### config.mk
export PLATFORM = sky130hd
export DESIGN_NAME = pcra_readout
export DESIGN_NICKNAME = d
export VERILOG_FILES = /design/src/pcra_pkg.sv /design/src/pcra_readout.sv
export SDC_FILE = /design/constraint.sdc
export NUM_CORES = 1
export LEC_CHECK = 0
export ABC_AREA = 1
export BUFFER_PORTS_ARGS = -buffer_cell sky130_fd_sc_hd__buf_2
export CAP_MARGIN = 10
export CORE_AREA = 2 2 376 378
export CTS_BUF_LIST = sky130_fd_sc_hd__clkbuf_8
export CTS_CLUSTER_DIAMETER = 80
export DETAILED_ROUTE_END_ITERATION = 12
export DIE_AREA = 0 0 378 380
export HOLD_SLACK_MARGIN = 0.15
export PLACE_DENSITY = 0.49
export SETUP_SLACK_MARGIN = 0.15
export SLEW_MARGIN = 5
export SYNTH_ARGS = -nofsm -noshare
export SYNTH_HDL_FRONTEND = slang
export SYNTH_SLANG_ARGS = --single-unit
### constraint.sdc
create_clock -name core_clk -period 31 [get_ports core_clk]
set_clock_uncertainty 0.1 [all_clocks]
set_input_delay 3.1 -clock core_clk [delete_from_list [all_inputs] [get_ports core_clk]]
set_output_delay 3.1 -clock core_clk [all_outputs]
set_load 0.01 [all_outputs]
### src/pcra_pkg.sv
// Package for the performance counter readout and preload register block
package pcra_pkg;
    // Counter geometry
    localparam int EVENT_COUNTERS = 2;
    localparam int LATENCY_COUNTERS = 1;
    localparam int TOTAL_COUNTERS = EVENT_COUNTERS + LATENCY_COUNTERS;
    localparam int PTR_W = 2;
    localparam int ITEM_W = 3;
    localparam int COUNTER_WIDTH = 48;
    localparam int WORD_W = 32;
    localparam int HALF_W = 16;
    localparam int LAT_W = 32;

    // Register selectors on the debug register access port
    localparam logic [1:0] SEL_STATUS = 2'h0;
    localparam logic [1:0] SEL_READOUT = 2'h1;
    localparam logic [1:0] SEL_PRELOAD = 2'h2;
    localparam logic [1:0] SEL_COMMAND = 2'h3;

    // Command bit positions
    localparam int CMD_PTR_RESET = 0;
    localparam int CMD_SAMPLE = 1;

    // Status bit positions and reset value
    localparam int ST_FULL = 0;
    localparam int ST_OVERFLOW = 1;
    localparam logic [1:0] STATUS_RESET = 2'h0;

    // Item counts per counter for each width
    localparam logic [ITEM_W-1:0] ITEMS_EV32 = 3'h1;
    localparam logic [ITEM_W-1:0] ITEMS_LAT32 = 3'h4;
    localparam logic [ITEM_W-1:0] ITEMS_EV_WIDE = 3'h2;
    localparam logic [ITEM_W-1:0] ITEMS_LAT_WIDE = 3'h7;

    typedef logic [COUNTER_WIDTH-1:0] pcra_val_t;

    // One counter's live or sampled state
    typedef struct packed {
        pcra_val_t count;
        pcra_val_t sum;
        pcra_val_t sqSum;
        logic [LAT_W-1:0] minLat;
        logic [LAT_W-1:0] maxLat;
        logic overflow;
        logic full;
    } pcra_counter_t;

    // Debug register access from the external debug module
    typedef struct packed {
        logic valid;
        logic write;
        logic [1:0] sel;
        logic [WORD_W-1:0] wdata;
    } pcra_access_t;
endpackage

### src/pcra_readout.sv
// Performance counter status, readout and preload register block
`timescale 1ns/1ps
`default_nettype none

// Function
// - Status register is read-only, one counter per read; writes are ignored.
// - Every status read advances the status pointer to the next counter.
// - Pointer-reset command returns pointers to first counter before each pass.
// - Status bit 1 reports counter overflow past its maximum; resets to zero.
// - Status bit 0 reports latency measurement restarted while busy; resets zero.
// - Readout register returns one 32-bit sampled item per read; writes ignored.
// - Wide counters need several readout reads, in width-defined item order.
// - Width 32: event yields count; latency yields count, sum, squared sum.
// - Width 32: fourth latency item holds min in 31:16, max in 15:0.
// - Width 48 event: zero-padded upper 16 count bits, then lower 32 bits.
// - Width 48 latency: count, padded sum, padded squares, min, max; seven.
// - Width 64 event: upper 32 count bits, then lower 32 bits.
// - Width 64 latency: count, sum hi/lo, squares hi/lo, min, max.
// - Preload register is write-only; successive writes fill successive counter items.
// - Reading the preload register has no side effect; data reads as zero.
// - Preload item order and layout match the readout item sequence.
// - Access walks all event counters first, then all latency counters.
// - Sample command captures all statuses and values at once for reading.
// - Pointer-reset command rewinds status, readout and preload pointers.
module pcra_readout (
    // Clock and reset
    input wire logic core_clk,
    input wire logic reset,
    // Debug register access
    input wire pcra_pkg::pcra_access_t access,
    output logic [pcra_pkg::WORD_W-1:0] readData,
    output logic readValid,
    // Live counters from the counting logic
    input wire pcra_pkg::pcra_counter_t liveCounter [pcra_pkg::TOTAL_COUNTERS],
    // Preload toward the counting logic
    output logic preloadStrobe,
    output logic [pcra_pkg::PTR_W-1:0] preloadCounter,
    output logic [pcra_pkg::ITEM_W-1:0] preloadItem,
    output logic [pcra_pkg::WORD_W-1:0] preloadData
);
    typedef struct packed {
        logic [pcra_pkg::PTR_W-1:0] statusPtr;
        logic [pcra_pkg::PTR_W-1:0] readPtr;
        logic [pcra_pkg::ITEM_W-1:0] readItem;
        logic [pcra_pkg::PTR_W-1:0] writePtr;
        logic [pcra_pkg::ITEM_W-1:0] writeItem;
        logic [pcra_pkg::WORD_W-1:0] rdata;
        logic rvalid;
        logic pStrobe;
        logic [pcra_pkg::PTR_W-1:0] pCounter;
        logic [pcra_pkg::ITEM_W-1:0] pItem;
        logic [pcra_pkg::WORD_W-1:0] pData;
    } pcra_state_t;

    pcra_state_t state;
    pcra_state_t next_state;
    // Snapshot kept outside the state struct as it is an unpacked array
    pcra_pkg::pcra_counter_t snap [pcra_pkg::TOTAL_COUNTERS];

    // Counters below EVENT_COUNTERS are event counters, walked first
    function automatic logic isLatency(input logic [pcra_pkg::PTR_W-1:0] p);
        return p >= pcra_pkg::PTR_W'(pcra_pkg::EVENT_COUNTERS);
    endfunction

    // Number of items a counter takes at the configured width
    function automatic logic [pcra_pkg::ITEM_W-1:0] itemCount(
        input logic [pcra_pkg::PTR_W-1:0] p);
        logic lat;
        lat = isLatency(p);
        if (pcra_pkg::COUNTER_WIDTH == 32) begin
            return lat ? pcra_pkg::ITEMS_LAT32 : pcra_pkg::ITEMS_EV32;
        end
        return lat ? pcra_pkg::ITEMS_LAT_WIDE : pcra_pkg::ITEMS_EV_WIDE;
    endfunction

    // Next pointer, wrapping after the last configured counter
    function automatic logic [pcra_pkg::PTR_W-1:0] nextPtr(
        input logic [pcra_pkg::PTR_W-1:0] p);
        if (p == pcra_pkg::PTR_W'(pcra_pkg::TOTAL_COUNTERS - 1)) begin
            return '0;
        end
        return p + 1'b1;
    endfunction

    // Upper part of a value, zero-padded to a word for width 48
    function automatic logic [pcra_pkg::WORD_W-1:0] upperWord(
        input pcra_pkg::pcra_val_t v);
        logic [63:0] wide;
        wide = 64'(v);
        return wide[63:32];
    endfunction

    // Item layout of one counter for the configured width
    function automatic logic [pcra_pkg::WORD_W-1:0] itemWord(
        input pcra_pkg::pcra_counter_t c,
        input logic lat,
        input logic [pcra_pkg::ITEM_W-1:0] idx);
        logic [pcra_pkg::WORD_W-1:0] w;
        w = '0;
        if (pcra_pkg::COUNTER_WIDTH == 32) begin
            unique case (idx)
                3'h0: w = c.count[31:0];
                3'h1: w = c.sum[31:0];
                3'h2: w = c.sqSum[31:0];
                default: w = {c.minLat[pcra_pkg::HALF_W-1:0],
                              c.maxLat[pcra_pkg::HALF_W-1:0]};
            endcase
        end else if (!lat) begin
            w = (idx == 3'h0) ? upperWord(c.count) : c.count[31:0];
        end else begin
            unique case (idx)
                3'h0: w = c.count[31:0];
                3'h1: w = upperWord(c.sum);
                3'h2: w = c.sum[31:0];
                3'h3: w = upperWord(c.sqSum);
                3'h4: w = c.sqSum[31:0];
                3'h5: w = c.minLat;
                default: w = c.maxLat;
            endcase
        end
        return w;
    endfunction

    logic isRead;
    logic isWrite;
    logic [pcra_pkg::WORD_W-1:0] cmdBits;

    assign isRead = access.valid && !access.write;
    assign isWrite = access.valid && access.write;
    assign cmdBits = access.wdata;

    // Access decode, pointer walk and item sequencing
    always_comb begin
        pcra_pkg::pcra_counter_t sc;
        sc = snap[state.statusPtr];
        next_state = state;
        next_state.rvalid = 1'b0;
        next_state.pStrobe = 1'b0;
        if (isRead) begin
            next_state.rvalid = 1'b1;
            unique case (access.sel)
                pcra_pkg::SEL_STATUS: begin
                    next_state.rdata = '0;
                    next_state.rdata[pcra_pkg::ST_OVERFLOW] = sc.overflow;
                    next_state.rdata[pcra_pkg::ST_FULL] = sc.full;
                    next_state.statusPtr = nextPtr(state.statusPtr);
                end
                pcra_pkg::SEL_READOUT: begin
                    next_state.rdata = itemWord(snap[state.readPtr],
                        isLatency(state.readPtr), state.readItem);
                    if (state.readItem == itemCount(state.readPtr) - 1'b1) begin
                        next_state.readItem = '0;
                        next_state.readPtr = nextPtr(state.readPtr);
                    end else begin
                        next_state.readItem = state.readItem + 1'b1;
                    end
                end
                default: begin
                    next_state.rdata = '0; // Write-only registers
                end
            endcase
        end else if (isWrite) begin
            unique case (access.sel)
                pcra_pkg::SEL_PRELOAD: begin
                    next_state.pStrobe = 1'b1;
                    next_state.pCounter = state.writePtr;
                    next_state.pItem = state.writeItem;
                    next_state.pData = access.wdata;
                    if (state.writeItem == itemCount(state.writePtr) - 1'b1)
                    begin
                        next_state.writeItem = '0;
                        next_state.writePtr = nextPtr(state.writePtr);
                    end else begin
                        next_state.writeItem = state.writeItem + 1'b1;
                    end
                end
                pcra_pkg::SEL_COMMAND: begin
                    if (cmdBits[pcra_pkg::CMD_PTR_RESET]) begin
                        next_state.statusPtr = '0;
                        next_state.readPtr = '0;
                        next_state.readItem = '0;
                        next_state.writePtr = '0;
                        next_state.writeItem = '0;
                    end
                end
                default: begin
                    // Writes to read-only registers are ignored
                end
            endcase
        end
    end

    // State register
    always_ff @(posedge core_clk) begin
        if (reset) begin
            state <= '0;
        end else begin
            state <= next_state;
        end
    end

    // Snapshot moves only on a sample command or reset, so a multi-read pass is coherent
    always_ff @(posedge core_clk) begin
        for (int i = 0; i < pcra_pkg::TOTAL_COUNTERS; i++) begin
            if (reset) begin
                snap[i] <= '0;
            end else if (isWrite && access.sel == pcra_pkg::SEL_COMMAND
                         && cmdBits[pcra_pkg::CMD_SAMPLE]) begin
                snap[i] <= liveCounter[i];
            end
        end
    end

    // Outputs straight from flip-flops
    assign readData = state.rdata;
    assign readValid = state.rvalid;
    assign preloadStrobe = state.pStrobe;
    assign preloadCounter = state.pCounter;
    assign preloadItem = state.pItem;
    assign preloadData = state.pData;
endmodule

`default_nettype wire

=== Yosys cells after proc, flatten, opt, wreduce, memory -nomap -nowiden ===
Memory sizes are Yosys's and may differ from the RTL's. A register that Yosys moved wholly into a read port is not among the register bits.
Cells that the tools add are included.

* Output and inout port bits: 71
* Bits of input ports: 668
* Register bits after elaboration: 83
* Word-level logic and storage cells: 111
* Bits in writable memories: 630
* Memories: 1

{| class="wikitable"
|+ Memory list
! memory !! depth !! bits a word !! rd ports !! clocked after Yosys merged registers in !! wr ports !! RTL line !! source
|-
| snap || 3 || 210 || 2 || 2 || 3 || pcra_readout.sv:58 || <nowiki>pcra_pkg::pcra_counter_t snap [pcra_pkg::TOTAL_COUNTERS];</nowiki>
|}

* $add $sub $neg: 7
* Bitwise operators: 5
* Order comparisons: 2
* Muxes and demuxes: 49
* Eq/ne operators: 18
* Reduce and logical (&&, ||, !) cells: 18

{| class="wikitable"
|+ Operators with widths
! cell !! number
|-
| $mux W210 || 3
|-
| $pmux W32 S6 || 1
|-
| $mux W32 || 2
|-
| $pmux W32 S2 || 1
|-
| $mux W38 || 1
|-
| $mux W2 || 13
|-
| $mux W12 || 2
|-
| $mux W1 || 18
|-
| $mux W7 || 2
|-
| $mux W3 || 4
|-
| $reduce_and A4 Y1 || 3
|-
| $eq A2 B2 Y1 const B || 5
|-
| $pmux W5 S2 || 1
|-
| $reduce_and A5 Y1 || 2
|-
| $reduce_bool A2 Y1 || 4
|-
| $add A2 B1 Y2 const B || 3
|-
| $add A3 B1 Y3 const B || 2
|-
| $eq A3 B2 Y1 const B || 2
|-
| $eq A3 B3 Y1 || 2
|-
| $eq A3 B3 Y1 const B || 2
|-
| $ne A2 B1 Y1 const B || 3
|-
| $sub A3 B1 Y3 const B || 2
|-
| $mux W5 || 1
|-
| $ge A2 B2 Y1 const B || 2
|-
| 11 further kinds || 18
|}

=== Longest topological paths before layout ===
Gate-level depths: netlist of the first run.

* Depth after elaboration: 15
* Mapped depth: 14
* Mapped depth without buffers: 12

=== Worst setup path before layout of the first run ===
No wires, ideal clock.

* Path type: input -> register
* From: in reset
* To: mem snap[0][0] (netlist name) (enable)
* Arrival: 14.003 ns
* Buffers on the path: 3
* Slack: 12.458 ns
* Stages on the path: 5
* Setup time: 4.438 ns
* Required time: 26.462 ns
* Cell sequence: buf_2 -> inv_1 -> clkbuf_1 -> clkbuf_1 -> nand2_1

{| class="wikitable"
|+ RTL lines
! element !! RTL line !! source
|-
| start, declared || pcra_readout.sv:28 || <nowiki>input wire logic reset,</nowiki>
|-
| end, declared || pcra_readout.sv:58 ||
|}

==> flow_summary.yaml, run 1 <==
global_route:
  grt_antenna_before_repair: 28
  grt_pass1_wl_um: 178700
  grt_usage_pct: 17.03
  grt_max_degree: 212
  grt_overflow: 0
  first_global_vias: 27520
routing:
  num_vias: 27450
  drc: 0
  drt-pass1-iter-count: 5
  ant_nets: 0
  wl_um: 124900
  drt-initial-drc-count: 1823
  wl_per_cell_um: 18.79
  viasPerCell: 4.130
synth:
  netlist-cell-type-count: 36
  yosysSeqAreaShare_pct: 59.71
  synth.yosys.warnings: 0
  synth_seq_cells: 717
  synth_area_um2: 34600
  synthCells: 4022
  syn-num-nets: 4696
  syn_avg_cell_area_um2: 8.603
worst_setup_path:
  reg2reg_setup_slack_ps: 26660
  start_kind: "input pin"
  crit_path_frequent_cell: "buf_4"
  arrival_ps: 7650
  cp.required_ps: 31350
  slowest_stage: "buf_4"
  slowest_delay_ps: 990
  reg2reg_to: "readData[12]$_SDFFE_PP0P_"
  reg2reg_depth: 13
  cp-end-kind: "register"
  cp_num_buf_inv: 7
  path_cells: "buf_2 -> buf_4 -> inv_1 -> buf_4 -> nand2_4 -> buf_12 -> buf_4 -> buf_4"
  critical_path_class: "in2reg"
  cp_max_fo: 153
  cp_top_family: "buffers and inverters"
pwr:
  power.density_nw_per_um2: 53.27
  p_leak_uw: 0.02030
  power_uw: 2236
  ir_drop_mv: 0.03177
cts:
  htreeDepth: 4
  clk_path_buf_depth: 3
  clock_latency_ps: 870
  hold_buffers: 0
  cts_setup_buffers: 0
  cts_root_buffer: "clkbuf_8"
  ctsResizeCount: 0
  path_clk_slew_ps: 60
  cts-buffers-inserted: 138
  cts_tree: "done"
  clock-sinks: 717
hold_path:
  hp-start: "readData[7]$_SDFFE_PP0P_"
  hold_class: "reg2reg"
  min_path_cells: 2
  whs_endpoint: "readData[7]$_SDFFE_PP0P_"
timing:
  finalHoldViolations: 0
  period_share_pct: 23.55
  slew_violations: 0
  period_needed_ps: 7302
  worst_pin_slew_ps: 1141
  relSlewSlack_pct: 23.96
  tns_ps: 0
  finalSetupViolCount: 0
  max_freq_ghz: 0.1370
  rsz0062_at_grt: "no"
cells_and_area:
  seq_area_um2: 20660
  multi_input_area_um2: 9734
  fill_cells: 15210
  layout-drive-gt1-share_pct: 20.72
  area_delta_synth_final_pct: 21.29
  nets: 5324
floorplan:
  die_h_um: 380
  fp.dieW_um: 378
  core_area_um2: 139200
  die-area_um2: 143600
  initial_core_util_pct: 24.86
  std_cell_rows: 137
  io_pins: 739
place:
  routabilityCongestion: 0.7984
  dp_hpwl_um: 87440
  io_buffers: 738
run:
  cap_violations: 0
status:
  status: "complete, no violations"
-- cells in the final DEF, fill, tap and decap left out, types with 2 or more instances in the layout --
master      netlist  routed
a21oi_1          42      42
a21oi_2          14      14
buf_12            0       4
buf_2           121     738
buf_4            85      25
bufinv_16         0       5
clkbuf_8          0     145
clkinv_1          1      30
clkinv_2          0       6
clkinv_8          0       4
clkinvlp_4        0       2
dfxtp_1          87      85
diode_2           0      12
edfxtp_1        630     630
ha_1              6       6
inv_1           666     714
inv_2             7       6
inv_6             2       5
inv_8             0       4
nand2_1         787     784
nand2_2           0       2
nand3_1         217     217
nand3_2           4       4
nor2_1         1095    1095
nor2_4            3       3
nor3_1            3       3
o211ai_1         31      31
o21a_1           15      15
o21ai_0          71      71
o21ai_1          37      37
or2_0             7       7
or2_2             9       9
-- worst min-delay path, delay by kind of cell (launching register included) --
kind | cells | cell delay [ps]
flip-flops | 1 | 310
AND/OR/NAND/NOR | 1 | 60
AO/OA/AOI/OAI | 1 | 60
-- state kept, by name, indices dropped and copies added, names as in the netlist, named ones only --
| register | count |
|---|---|
| snap | 630 |
| preloadData | 32 |
| readData | 32 |
| state | 12 |
| preloadItem | 3 |
| preloadCounter | 2 |
| preloadStrobe | 1 |
| readValid | 1 |
-- cell type report --
cell class	instances	share of cell area, %
Multi-Input combinational cell	2349	23.19
Tap cell	1876	5.593
Inverter	676	6.114
Timing Repair Buffer	768	9.504
Clock inverter	103	1.532
Antenna cell	12	0.07155
Clock buffer	145	4.755
Sequential cell	717	49.24
-- through the flow --
step / hold slack (ps) / utilization, % / cells / setup WS [ps] / instance area (um2)
2_1_floorplan: 345.7 / - / 4022 / 12460 / 34600
3_3_place_gp: 352.0 / 28.22 / 6385 / 22800 / 39270
3_5_place_dp: 356.7 / 28.22 / 6385 / 22800 / 39270
4_1_cts: 366.7 / 30.11 / 6633 / 23750 / 41910
5_1_grt: 392.4 / 30.14 / 6639 / 23440 / 41950
6_report: 365.1 / 30.15 / 6646 / 23700 / 41970
-- report_power, final --
part | total, uW | switching [uW] | leakage, uW | internal (uW)
sequential | 1120 | 15.5 | 0.00674 | 1100
clock | 922 | 442 | 0.00151 | 480
combinational | 195 | 129 | 0.0120 | 65.7
-- metal layers --
metal	up-vias	part of all wire (%)	track usage [%]	wire length [um]
li1	13620	-	-	-
met1	12860	43	21.03	53120
met2	780	48	28.38	59790
met3	170	6.9	4.954	8557
met4	20	2.6	5.497	3293
met5	-	0.10	0	125
-- kinds of logic (layout without fill, tap and decap cells) --
| kind of cell | count (synthesis) | in the layout | share of synthesized area, % |
|---|---|---|---|
| AND/OR/NAND/NOR | 2129 | 2129 | 24.27 |
| buffers and inverters | 956 | 1692 | 12.20 |
| flip-flops | 717 | 717 | 59.71 |
| AO/OA/AOI/OAI | 213 | 213 | 3.583 |
| adder cells (fa/ha/maj) | 6 | 6 | 0.2170 |
| XOR/XNOR | 1 | 1 | 0.02532 |
| other | 0 | 12 | 0 |
-- cells in the mapped netlist, drive strengths merged --
master,n,area (um2)
a21boi,1,7.510
a21oi,56,332.8
a22oi,1,7.510
buf,231,1488
clkbuf,49,185.2
clkinv,1,3.750
dfxtp,87,1742
edfxtp,630,18920
ha,6,75.07
inv,675,2544
nand2,788,2974
nand3,221,1126
nand4,2,18.77
nor2,1099,4164
nor3,3,15.01
o211ai,31,232.7
o21a,15,112.6
o21ai,108,540.5
o22ai,1,6.260
or2,16,100.1
xor2,1,8.760
-- worst max-delay path by stage --
stage | startpoint | to | slack, ps | depth (start not counted)
final | reset | snap[0][134]$_SDFFCE_PN0P_ | 23700 | 8
after global routing | reset | snap[0][139]$_SDFFCE_PN0P_ | 23440 | 8
after CTS | reset | snap[2][72]$_SDFFCE_PN0P_ | 23750 | 8
after detailed placement | reset | snap[0][86]$_SDFFCE_PN0P_ | 22800 | 8
after global placement | reset | snap[2][86]$_SDFFCE_PN0P_ | 22800 | 8
after floorplan | reset | snap[0][0]$_SDFFCE_PN0P_ | 12460 | 5
Power figures use the tool's default switching activity.
==> run 2, diff against run 1 <==
- clock period: 31 -> 7 ns (I/O delays scaled with it)
==> flow_summary.yaml, run 2 (synthesized netlist as in run 1, its figures left out) <==
place:
  io_buffers: 738
  dp_hpwl_um: 87760
  routabilityCongestion: 0.8133
  pre_cts_ws_ps: 2762
  placed_cells: 6390
worst_setup_path:
  cp_num_buf_inv: 3
  critical_path_class: "reg2reg"
  start_kind: "register"
  path_cells: "buf_4 -> inv_16 -> buf_4 -> nand3_1 -> nand2_1 -> nand2_1 -> nor2_1 -> nand2_1 -> nand2_1 -> nand2_1 -> nand2_1 -> a21oi_1"
  crit_path_frequent_cell: "nand2_1"
  cp_top_family: "simple AND/OR/NAND/NOR gates"
  arrival_ps: 4150
  cp-end-kind: "register"
  cp.required_ps: 7580
  cp_max_fo: 150
  slowest_delay_ps: 650
  slowest_stage: "buf_4"
routing:
  num_vias: 30390
  drt-pass1-iter-count: 5
  wl_um: 133800
  wl_per_cell_um: 18.28
  ant_nets: 0
  drt-initial-drc-count: 1821
  viasPerCell: 4.152
  drc: 0
timing:
  finalHoldViolations: 0
  max_freq_ghz: 0.2799
  rsz0062_at_grt: "no"
  hold_ws_ps: 362.5
  period_share_pct: 51.04
  relSlewSlack_pct: 24.76
  fin_ws_ps: 3427
  worst_pin_slew_ps: 1129
  period_needed_ps: 3573
  tns_ps: 0
  finalSetupViolCount: 0
  slew_violations: 0
pwr:
  power_frac_seq_pct: 49.0
  ir_drop_mv: 0.1267
  p_leak_uw: 0.02312
  power.density_nw_per_um2: 207.8
  p_switching_uw: 2617
  clkPwrFrac_pct: 39.4
  p_sw_share_pct: 25.88
  p_int_uw: 7497
  p_comb_share_pct: 11.6
cts:
  clock-sinks: 717
  clk_path_buf_depth: 3
  cts_root_buffer: "clkbuf_8"
  path_clk_slew_ps: 60
  clock_latency_ps: 840
  htreeDepth: 4
  ctsResizeCount: 0
  cts_tree: "done"
  cts_setup_buffers: 0
  cts-buffers-inserted: 139
  hold_buffers: 667
cells_and_area:
  final_cell_count_no_fill: 7319
  largest_register_ff_count: 630
  final_common_cell: "nor2_1"
  top_register: "snap"
  final_util_pct: 34.96
  fill_cells: 14370
  layout-drive-gt1-share_pct: 18.28
  nets: 5997
  area_delta_synth_final_pct: 40.64
  layout_common_cells: "nor2_1 (1095), nand2_1 (784), buf_2 (738)"
global_route:
  grt_usage_pct: 18.25
  grt_overflow: 0
  grt_max_degree: 194
  grt_pass1_wl_um: 193900
  grt_antenna_before_repair: 19
  first_global_vias: 31100
floorplan:
  std_cell_rows: 137
  initial_core_util_pct: 24.86
  io_pins: 739
  die_h_um: 380
  core_area_um2: 139200
  fp.dieW_um: 378
  die-area_um2: 143600
hold_path:
  hold_class: "reg2reg"
run:
  cap_violations: 0
status:
  status: "complete, no violations"
## run 2: power groups by stage
stage / Combinational, uW / Clock, uW / Sequential (uW)
after floorplan: 454 / 0 / 5060
after global placement: 878 / 0 / 5040
after detailed placement: 874 / 0 / 5050
after CTS: 1180 / 4130 / 4960
after global routing: 1290 / 4300 / 4980
final: 1170 / 3980 / 4960
## run 2: per-stage QoR
| stage | power (uW) | area (um2) |
|---|---|---|
| floorplan | 5512 | 34610 |
| global placement | 5921 | 39370 |
| detailed placement | 5922 | 39370 |
| CTS | 10270 | 48610 |
| global route | 10580 | 48650 |
| finish | 10110 | 48660 |
## run 2: cell type report
class	instances	area, um2	share of cell area [%]
Sequential cell	717	20660	42.46
Clock buffer	145	1996	4.101
Antenna cell	15	37.54	0.07713
Tap cell	1876	2347	4.823
Inverter	676	2566	5.273
Clock inverter	101	569.3	1.170
Multi-Input combinational cell	2349	9743	20.02
Timing Repair Buffer	1440	10740	22.07
## run 2: path summary, 6_finish.rpt
kind	cells after the start	startpoint	slack, ps	to
min	2	readData[15]$_SDFFE_PP0P_	360	readData[15]$_SDFFE_PP0P_
min reg2reg	2	readData[15]$_SDFFE_PP0P_	360	readData[15]$_SDFFE_PP0P_
max reg2reg	12	register	3430	readData[8]$_SDFFE_PP0P_
max	12	register	3430	readData[8]$_SDFFE_PP0P_
## run 2: worst register-to-register path, cell delays in order, from the launching register on
cell and delay, ps:
dfxtp_1 290, buf_4 210, inv_16 350, buf_4 800, nand3_1 210, nand2_1 110, nand2_1 140, nor2_1 610
nand2_1 300, nand2_1 120, nand2_1 50, nand2_1 80, a21oi_1 50
## run 2: layer usage
metal,track usage (%),part of all wire (%),vias up
met3,4.710,6.7,289
met2,30.29,48,1034
met1,21.98,41,14080
met5,0,0.066,-
li1,-,-,14980
met4,8.558,4.3,12
